--- config.mk ---
export PLATFORM = sky130hd
export DESIGN_NAME = asbl_host
export DESIGN_NICKNAME = d
export VERILOG_FILES = /design/src/hw/asbl_pkg.sv /design/src/hw/asbl_sync.sv /design/src/hw/asbl_host.sv
export VERILOG_INCLUDE_DIRS = /design/src /design/src/hw
export SDC_FILE = /design/constraint.sdc
export NUM_CORES = 1
export LEC_CHECK = 0
export BUFFER_PORTS_ARGS = -buffer_cell sky130_fd_sc_hd__clkbuf_2
export CAP_MARGIN = 20
export CORE_ASPECT_RATIO = 2
export CORE_MARGIN = 5
export CORE_UTILIZATION = 54
export DETAILED_ROUTE_END_ITERATION = 6
export PLACE_DENSITY_LB_ADDON = 0.15
export SYNTH_ARGS = -nofsm -noshare
export SYNTH_HDL_FRONTEND = slang
export SYNTH_SLANG_ARGS = --single-unit
--- constraint.sdc ---
create_clock -name clock_i -period 2.7 [get_ports clock_i]
set_input_delay 0 -clock clock_i [delete_from_list [all_inputs] [get_ports clock_i]]
set_output_delay 0 -clock clock_i [all_outputs]
set_load 0.005 [all_outputs]
--- src/hw/asbl_regs.svh ---
// Timing and field constants for the static memory host controller
`ifndef ASBL_REGS_SVH
`define ASBL_REGS_SVH
`define ASBL_CLK_PERIOD_NS 40
`define ASBL_CO_NS 70
`define ASBL_OE_NS 35
`define ASBL_CW_NS 60
`define ASBL_BW_NS 50
`define ASBL_DS_NS 30
`define ASBL_OD_NS 25
`define ASBL_RC_NS 70
`define ASBL_RECOVERY_MS 5
`define ASBL_SYNC_CYC 4
`define ASBL_LOW_LANE 7:0
`define ASBL_HIGH_LANE 15:8
`define ASBL_CYC_UP(ns) (((ns) + `ASBL_CLK_PERIOD_NS - 1) / `ASBL_CLK_PERIOD_NS)
`define ASBL_CYC_MIN1(ns) ((`ASBL_CYC_UP(ns) < 1) ? 1 : `ASBL_CYC_UP(ns))
`define ASBL_RECOVERY_CYC (`ASBL_RECOVERY_MS * 1000000 / `ASBL_CLK_PERIOD_NS)
`endif

--- src/hw/asbl_pkg.sv ---
// Types for the static memory host controller
package asbl_pkg;
    typedef enum logic [5:0] {
        ASBL_IDLE = 6'h01,
        ASBL_RD = 6'h02,
        ASBL_WR = 6'h04,
        ASBL_GAP = 6'h08,
        ASBL_RETAIN = 6'h10,
        ASBL_RECOVER = 6'h20
    } asbl_state_e;
    typedef struct packed {
        logic [17:0] word_address;
        logic chip_sel_n;
        logic out_en_n;
        logic rw_sel;
        logic lower_byte_enable_n;
        logic upper_byte_enable_n;
    } asbl_pins_s;
    typedef struct packed {
        logic write;
        logic [1:0] byte_en;
        logic [17:0] addr;
        logic [15:0] wdata;
    } asbl_req_s;
endpackage

--- src/hw/asbl_sync.sv ---
// Three-stage synchroniser for data lanes from the memory pins
`timescale 1ns/1ns
module asbl_sync #(
    parameter int WIDTH = 16
) (
    input wire logic clock_i,
    input wire logic rst_i,
    input wire logic [WIDTH-1:0] async_i,
    output logic [WIDTH-1:0] sync_o
);
    logic [WIDTH-1:0] s1_ff;
    logic [WIDTH-1:0] s2_ff;
    logic [WIDTH-1:0] s3_ff;
    logic [WIDTH-1:0] out_ff;
    logic [WIDTH-1:0] nxt_out;

    always_comb
    begin
        // Per bit, so a floating lane never stalls the other lane
        nxt_out = (s3_ff & ~(s2_ff ^ s3_ff)) | (out_ff & (s2_ff ^ s3_ff));
    end

    always_ff @(posedge clock_i)
    begin
        if (rst_i)
        begin
            s1_ff <= '0;
            s2_ff <= '0;
            s3_ff <= '0;
            out_ff <= '0;
        end
        else
        begin
            s1_ff <= async_i;
            s2_ff <= s1_ff;
            s3_ff <= s2_ff;
            out_ff <= nxt_out;
        end
    end

    assign sync_o = out_ff;
endmodule // asbl_sync

--- src/hw/asbl_host.sv ---
// Host-side controller driving an asynchronous 256K x 16 static memory
`timescale 1ns/1ns
`include "asbl_regs.svh"
module asbl_host #(
    parameter int RECOVERY_CYC = `ASBL_RECOVERY_CYC
) (
    input wire logic clock_i,
    input wire logic rst_i,
    input wire logic req_valid_i,
    input wire asbl_pkg::asbl_req_s req_i,
    output logic req_ready_o,
    output logic rdata_valid_o,
    output logic [15:0] rdata_o,
    input wire logic retain_req_i,
    output logic retain_o,
    output asbl_pkg::asbl_pins_s pins_o,
    input wire logic [15:0] data_bus_lanes_i,
    output logic [15:0] data_bus_lanes_o,
    output logic data_bus_lanes_oe_o
);
    localparam int RD_CYC = `ASBL_CYC_MIN1(`ASBL_CO_NS);
    localparam int WR_CYC = `ASBL_CYC_MIN1(`ASBL_CW_NS);
    localparam int GAP_CYC = `ASBL_CYC_MIN1(`ASBL_OD_NS);
    // Three flops plus the agreement register before data is usable
    localparam int SYNC_CYC = `ASBL_SYNC_CYC;

    if (RECOVERY_CYC < 1 || RECOVERY_CYC > 32'h00ffffff)
    begin : g_bad_recovery
        $error("RECOVERY_CYC out of range");
    end

    asbl_pkg::asbl_state_e state_ff, nxt_state;
    asbl_pkg::asbl_pins_s pins_ff, nxt_pins;
    logic [23:0] cnt_ff, nxt_cnt;
    logic [15:0] wdata_ff, nxt_wdata;
    logic oe_ff, nxt_oe;
    logic ready_ff, nxt_ready;
    logic rvalid_ff, nxt_rvalid;
    logic [15:0] rdata_ff, nxt_rdata;
    logic retain_ff, nxt_retain;
    logic [15:0] lanes_sync;

    asbl_sync #(
        .WIDTH(16)
    ) u_sync (
        .clock_i(clock_i),
        .rst_i(rst_i),
        .async_i(data_bus_lanes_i),
        .sync_o(lanes_sync)
    );

    always_comb
    begin
        nxt_state = state_ff;
        nxt_pins = pins_ff;
        nxt_cnt = cnt_ff;
        nxt_wdata = wdata_ff;
        nxt_oe = oe_ff;
        nxt_ready = 1'b0;
        nxt_rvalid = 1'b0;
        nxt_rdata = rdata_ff;
        nxt_retain = retain_ff;
        unique case (state_ff)
            asbl_pkg::ASBL_IDLE:
            begin
                nxt_ready = ~retain_req_i;
                if (retain_req_i)
                begin
                    // Deselect before supply may drop
                    nxt_pins.chip_sel_n = 1'b1;
                    nxt_retain = 1'b1;
                    nxt_state = asbl_pkg::ASBL_RETAIN;
                end
                else if (req_valid_i && ready_ff)
                begin
                    nxt_ready = 1'b0;
                    nxt_pins.word_address = req_i.addr;
                    nxt_pins.lower_byte_enable_n = ~req_i.byte_en[0];
                    nxt_pins.upper_byte_enable_n = ~req_i.byte_en[1];
                    nxt_pins.chip_sel_n = 1'b0;
                    nxt_wdata = req_i.wdata;
                    if (req_i.write)
                    begin
                        // Strobe low with select; output enable held high
                        nxt_pins.rw_sel = 1'b0;
                        nxt_pins.out_en_n = 1'b1;
                        // Lanes driven only once device has floated
                        nxt_oe = 1'b0;
                        nxt_cnt = 24'(WR_CYC);
                        nxt_state = asbl_pkg::ASBL_WR;
                    end
                    else
                    begin
                        nxt_pins.rw_sel = 1'b1;
                        nxt_pins.out_en_n = 1'b0;
                        // Access time plus synchroniser latency
                        nxt_cnt = 24'(RD_CYC + SYNC_CYC);
                        nxt_state = asbl_pkg::ASBL_RD;
                    end
                end
            end
            asbl_pkg::ASBL_RD:
            begin
                nxt_cnt = cnt_ff - 24'h000001;
                if (cnt_ff == 24'h000001)
                begin
                    nxt_rdata = lanes_sync;
                    nxt_rvalid = 1'b1;
                    nxt_pins.chip_sel_n = 1'b1;
                    nxt_pins.out_en_n = 1'b1;
                    nxt_cnt = 24'(GAP_CYC);
                    nxt_state = asbl_pkg::ASBL_GAP;
                end
            end
            asbl_pkg::ASBL_WR:
            begin
                nxt_oe = 1'b1;
                nxt_cnt = cnt_ff - 24'h000001;
                if (cnt_ff == 24'h000001)
                begin
                    // Select and strobe rise together; data held one more cycle
                    nxt_pins.chip_sel_n = 1'b1;
                    nxt_pins.rw_sel = 1'b1;
                    nxt_cnt = 24'(GAP_CYC);
                    nxt_state = asbl_pkg::ASBL_GAP;
                end
            end
            asbl_pkg::ASBL_GAP:
            begin
                nxt_oe = 1'b0;
                nxt_cnt = cnt_ff - 24'h000001;
                if (cnt_ff == 24'h000001)
                begin
                    // Turn-off gap lets a previous read release the bus
                    nxt_state = asbl_pkg::ASBL_IDLE;
                end
            end
            asbl_pkg::ASBL_RETAIN:
            begin
                if (!retain_req_i)
                begin
                    nxt_cnt = 24'(RECOVERY_CYC);
                    nxt_state = asbl_pkg::ASBL_RECOVER;
                end
            end
            asbl_pkg::ASBL_RECOVER:
            begin
                nxt_cnt = cnt_ff - 24'h000001;
                if (cnt_ff == 24'h000001)
                begin
                    nxt_retain = 1'b0;
                    nxt_state = asbl_pkg::ASBL_IDLE;
                end
            end
            default:
            begin
                nxt_state = asbl_pkg::ASBL_IDLE;
            end
        endcase
    end

    always_ff @(posedge clock_i)
    begin
        if (rst_i)
        begin
            state_ff <= asbl_pkg::ASBL_IDLE;
            pins_ff <= '{word_address: 18'h00000, chip_sel_n: 1'b1, out_en_n: 1'b1,
                rw_sel: 1'b1, lower_byte_enable_n: 1'b1, upper_byte_enable_n: 1'b1};
            cnt_ff <= 24'h000000;
            wdata_ff <= 16'h0000;
            oe_ff <= 1'b0;
            ready_ff <= 1'b0;
            rvalid_ff <= 1'b0;
            rdata_ff <= 16'h0000;
            retain_ff <= 1'b0;
        end
        else
        begin
            state_ff <= nxt_state;
            pins_ff <= nxt_pins;
            cnt_ff <= nxt_cnt;
            wdata_ff <= nxt_wdata;
            oe_ff <= nxt_oe;
            ready_ff <= nxt_ready;
            rvalid_ff <= nxt_rvalid;
            rdata_ff <= nxt_rdata;
            retain_ff <= nxt_retain;
        end
    end

    assign req_ready_o = ready_ff;
    assign rdata_valid_o = rvalid_ff;
    assign rdata_o = rdata_ff;
    assign retain_o = retain_ff;
    assign pins_o = pins_ff;
    assign data_bus_lanes_o = wdata_ff;
    assign data_bus_lanes_oe_o = oe_ff;
endmodule // asbl_host

==> impl_metrics.toml, run 1 <==
[sta]
slew_viol_final = 0
min_period_ns = 2.35
clock_skew_ns = 0.00906
tightestPinTransition_ns = 0.780
rsz0062_at_grt = "no"
final-hold-violation-count = 0
final-setup-viol-count = 0
finalSetupTns_ns = 0
fmax_ghz = 0.426
slew_headroom_pct = 47.9
fin_crit_sh_pct = 86.9

[final_layout]
syn_to_final_growth_pct = 33.9
nNetsFinal = 885
postLayoutCellArea_um2 = 7550
drive_gt1_share_pct = 20.4
layout_commonest_cell = "dfxtp_1"
final-instance-count-excl-fill = 976
mostFrequentLayoutCells = "dfxtp_1 (153), nand2_1 (143), clkbuf_2 (114), a21oi_1 (105), dlygate4sd3_1 (54)"

[worst_setup_path]
crit_arrival_ns = 2.63
cp_max_fo = 17
ff2ff_path_depth = 6
critPathCaptureType = "register"
crit_type = "register to register"
critPathRequiredTime_ns = 2.98
start_kind = "register"

[worst_hold_path]
worst_hold_path_type = "primary input to register"
min_path_cells = 2

[logic_synthesis]
synthAdderAreaFrac_pct = 0.444
synth_xor_area_share_pct = 0.311
synth_cell_types = 53
synth_area_um2 = 5640
synth_top_family_by_area = "simple AND/OR/NAND/NOR gates"
synth.avg_cell_area_um2 = 8.54
synth_edf_count = 0
syn_nets = 719
synth-async-reset-ratio_pct = 0
ys_seq_area_share_pct = 54.3
synth_warnings = 0
muxShareOfSynthArea_pct = 0.355
synth_cells = 660
yosys.area_share.simple_pct = 25.0
yosys_register_bits = 153
synth-main-ff-cell = "dfxtp_1"
synth_compound_area_share_pct = 16.4

[place]
dp_hpwl_um = 9560
gp_congestion = 0.909
post-place-cells = 888
dpl_cell_area_um2 = 6390
io_buffers = 115

[floorplanning]
io_pins = 116
initial_core_util_pct = 55.5
rows = 52
die_area_um2 = 12700
die_y_um = 154
die_w_um = 82.2
core_region_area_um2 = 10100

[drt]
drt_iter0_markers = 366
ant_nets = 0
drc = 0
vias = 5252
totalWireLength_um = 14600
viasPerCell = 5.38
avgRoutedWirePerCell_um = 15.0
dr.pass1.iters = 5

[pwr]
switching_power_w = 0.00138
power_w = 0.00550
p_seq_share_pct = 43.2
p_per_area_nw_per_um2 = 728
peakVddDrop_mv = 0.494
intPower_w = 0.00411
p_leak_nw = 3.01
swShare_pct = 25.2
clockPowerShare_pct = 44.1
p_comb_share_pct = 12.7

[clock_tree]
cts_inserted_buffers = 17
cts_tree = "built"
cts_root_buf = "clkbuf_16"
clk_pin_slew_ns = 0.06
ctsResizeCount = 0
clock_path_buffers = 2
cts_max_level = 4
cts_sinks = 153
clk_latency_ns = 0.42

[grt]
grt_usage_pct = 23.9
first_global_vias = 5282
antenna_found_initial = 1
grt_max_degree = 109
grt_pass1_wl_um = 23800
grt_overflow_total = 0

[run_status]
status = "finished clean"

[run]
drv_cap = 0
-- logic make-up after synthesis --
group / Yosys count
adders and majority gates: 2
xor gates and xnor gates: 2
and+or+nand+nor: 286
muxes: 2
DFF: 153
buffers and inverters: 47
AOI/OAI and AO/OA: 168
-- synth_stat cells (all sizes together) (3+ instances only) --
| cell | count | area [um^2] |
|---|---|---|
| a22oi | 5 | 37.5 |
| nand3b | 7 | 52.6 |
| nor2 | 21 | 78.8 |
| o311ai | 3 | 26.3 |
| nand4 | 7 | 43.8 |
| a21oi | 105 | 526 |
| nor3 | 15 | 96.4 |
| clkbuf | 36 | 135 |
| o21ai | 34 | 170 |
| nor4 | 4 | 46.3 |
| nand3 | 13 | 65.1 |
| dfxtp | 153 | 3060 |
| nand2 | 143 | 537 |
| a31oi | 5 | 31.3 |
| nor3b | 3 | 22.5 |
| inv | 9 | 33.8 |
| or3 | 10 | 67.6 |
| nor2b | 52 | 325 |
-- stage by stage --
step	util, %	hold WS, ns	worst slack (ns)
detailed placement	63.0	0.219	0.369
finish	74.4	0.0132	0.355
CTS	74.3	0.00297	0.352
floorplan	-	0.128	0.497
global route	74.3	0.0219	0.170
global placement	63.0	0.207	0.449
-- worst paths after layout --
kind                                  startpoint  slack (ns)          endpoint
worst max-delay path                   cnt_ff[4]        0.35       rdata_o[10]
worst min-delay path                       rst_i        0.01         pins_o[6]
worst max register to register         cnt_ff[4]        0.35       rdata_o[10]
worst min register to register  u_sync.s1_ff[11]        0.44  u_sync.s2_ff[11]
-- timing repair --
action	4_1_cts	5_1_grt
hold buffers	54	0
hold endpoints to repair	58	0
setup buffers	0	0
-- metal layers --
layer | vias to the layer above | GRT usage (%) | share of wire, %
met5 | - | 0 | 0
met4 | 0 | 11.6 | 3.5
met3 | 52 | 6.23 | 5.1
met2 | 167 | 43.7 | 55
met1 | 2453 | 23.9 | 36
li1 | 2580 | - | -
-- worst max-delay path: stages, from the launching register on --
cell     delay (ns)
dfxtp_1        0.38
nor3_4         0.38
nand2_1        0.13
or3_4          0.42
or3_1          0.64
nand2_1        0.18
a21oi_1        0.08
-- power groups by stage --
| stage | logic (W) | registers [W] | clock network, W |
|---|---|---|---|
| 5_1_grt | 0.000768 | 0.00238 | 0.00258 |
| 3_5_place_dp | 0.000620 | 0.00242 | 0 |
| 4_1_cts | 0.000689 | 0.00237 | 0.00246 |
| 2_1_floorplan | 0.000404 | 0.00241 | 0 |
| 3_3_place_gp | 0.000602 | 0.00242 | 0 |
| 6_report | 0.000697 | 0.00238 | 0.00242 |
-- area by class of cell --
| type | count | area [um^2] |
|---|---|---|
| well taps | 135 | 169 |
| fillers | 753 | 2600 |
| flip-flops and latches | 153 | 3060 |
| inverters | 9 | 33.8 |
| clock inverters | 13 | 170 |
| diodes | 2 | 5.00 |
| repair buffers | 185 | 1260 |
| clock buffers | 19 | 443 |
| multi-input cells | 460 | 2400 |
(Power assumes the default switching activity.)
==> run 2, diff against run 1 <==
--- a/config.mk
+++ b/config.mk
@@ -8,7 +8,6 @@
 export LEC_CHECK = 0
 export BUFFER_PORTS_ARGS = -buffer_cell sky130_fd_sc_hd__clkbuf_2
 export CAP_MARGIN = 20
-export CORE_ASPECT_RATIO = 2
 export CORE_MARGIN = 5
 export CORE_UTILIZATION = 54
 export DETAILED_ROUTE_END_ITERATION = 6
==> run 2 against run 1 <==
Net effect: combinational power is 0.6% lower; utilization grew 1.4 points; cell count grew 2.0%; global-route usage fell by 0.19 points; routed wire length grew 1.1%; maximum frequency shrank 8.8%; non-clock buffer count grew 21; highest routed layer unchanged; count of clock-buffer cells in the layout rose by 1; die area is 0.98% lower.
==> impl_metrics.toml, run 2 (synthesis results as in run 1) <==
[final_layout]
mostFrequentLayoutCells = "dfxtp_1 (153), nand2_1 (143), clkbuf_2 (114), a21oi_1 (105), dlygate4sd3_1 (75)"
final-instance-count-excl-fill = 996
diodes = 0
layout_commonest_cell = "dfxtp_1"
syn_to_final_growth_pct = 37.5
nNetsFinal = 906
drive_gt1_share_pct = 20.0

[run_status]
status = "finished clean"

[pwr]
p_comb_share_pct = 12.5
peakVddDrop_mv = 0.499
p_per_area_nw_per_um2 = 718
switching_power_w = 0.00137
intPower_w = 0.00419
p_leak_nw = 3.14
swShare_pct = 24.7
p_seq_share_pct = 42.7
clockPowerShare_pct = 44.9

[worst_setup_path]
crit_type = "register to register"
critPathRequiredTime_ns = 3.10
crit_arrival_ns = 2.97
cp_max_fo = 38
critPathMaxStageDelay_ns = 0.61
start_kind = "register"
critPathCaptureType = "register"
cp_slowest_cell = "dlygate4sd3_1"
ff2ff_path_depth = 7
path_cells = "nor2_2, nand3_1, or3_1, buf_4, nand2_1, a21oi_1, dlygate4sd3_1"

[grt]
grt_pass1_wl_um = 24700
grt_usage_pct = 23.7
grt_max_degree = 88
first_global_vias = 5227
antenna_found_initial = 0
grt_overflow_total = 0

[drt]
drt_iter0_markers = 496
vias = 5345
dr.pass1.iters = 5
ant_nets = 0
drc = 0
viasPerCell = 5.37
totalWireLength_um = 14800
avgRoutedWirePerCell_um = 14.8

[floorplanning]
core_region_area_um2 = 10200
die_y_um = 112
die_w_um = 112
io_pins = 116
die_area_um2 = 12600
initial_core_util_pct = 55.1
rows = 37

[clock_tree]
cts_setup_buffers = 0
cts_tree = "built"
clock_path_buffers = 2
cts_sinks = 153
cts_inserted_buffers = 17
clk_pin_slew_ns = 0.07
cts_max_level = 4
clk_latency_ns = 0.52
cts_root_buf = "clkbuf_8"

[sta]
slew_viol_final = 0
rsz0062_at_grt = "no"
fin_crit_sh_pct = 95.2
slew_headroom_pct = 44.2
min_period_ns = 2.57
final-hold-violation-count = 0
fmax_ghz = 0.389
clock_skew_ns = 0.00810
tightestPinTransition_ns = 0.837
finalSetupTns_ns = 0
whs_ns = 0.0531
final-setup-viol-count = 0

[place]
post-place-cells = 889
dp_hpwl_um = 8540
gp_congestion = 0.906
io_buffers = 115

[run]
drv_cap = 0

[worst_hold_path]
min_path_cells = 5
worst_hold_path_type = "primary input to register"
## run 2: changes by cell type in the layout (fill, tap and decap cells not counted), sizes merged
cell,delta
clkbuf,+1
clkinvlp,+1
diode,-2
bufinv,+1
dlygate4sd3,+21
clkinv,-4
inv,+1
## run 2: worst paths after layout
check	slack, ns	start	endpoint
hold / removal	0.05	req_valid_i	state_ff[0]
setup reg to reg	0.13	state_ff[5]	data_bus_lanes_o[8]
hold reg to reg	0.44	u_sync.s1_ff[14]	u_sync.s2_ff[14]
setup / recovery	0.13	state_ff[5]	data_bus_lanes_o[8]
## run 2: worst max-delay path, delay by kind of cell, from the launching register on
kind	cells	cell delay, ns
compound gates	1	0.08
buf+inv	2	0.92
flops	1	0.40
simple gates	4	1.05
## run 2: layout make-up
| cell class | instances | area, um^2 |
|---|---|---|
| sequential | 153 | 3060 |
| fill | 700 | 2480 |
| multi-input combinational | 460 | 2400 |
| timing repair buffer | 206 | 1450 |
| clock buffer | 20 | 445 |
| clock inverter | 12 | 186 |
| tap | 136 | 170 |
| inverter | 9 | 33.8 |
## run 2: timing repair
action	CTS	global route
setup endpoints to repair	0	14
hold buffers	75	0
resized for setup	0	1
endpoints found under the hold margin	84	0
## run 2: through the flow
stage / total power [W] / area [um^2] / setup slack [ns] / util [%]
2_1_floorplan: 0.00282 / 5640 / 0.497 / -
3_3_place_gp: 0.00300 / 6370 / 0.423 / 62.2
3_5_place_dp: 0.00302 / 6370 / 0.332 / 62.2
4_1_cts: 0.00558 / 7750 / 0.139 / 75.7
5_1_grt: 0.00580 / 7750 / 0.0161 / 75.8
6_report: 0.00557 / 7750 / 0.130 / 75.8
## run 2: layer usage
layer  vias to the layer above  global-route usage (%)  part of all wire (%)
li1                       2628                       -                     -
met4                         0                    10.7                   3.4
met2                       200                    41.4                    50
met1                      2470                    27.8                    40
met5                         -                       0                     0
met3                        47                    5.39                   6.2
## run 2: power by group through the flow
stage,logic (W),clock network [W],registers (W)
2_1_floorplan,0.000404,0,0.00241
3_3_place_gp,0.000584,0,0.00242
3_5_place_dp,0.000599,0,0.00242
4_1_cts,0.000678,0.00253,0.00237
5_1_grt,0.000768,0.00265,0.00238
6_report,0.000693,0.00250,0.00238
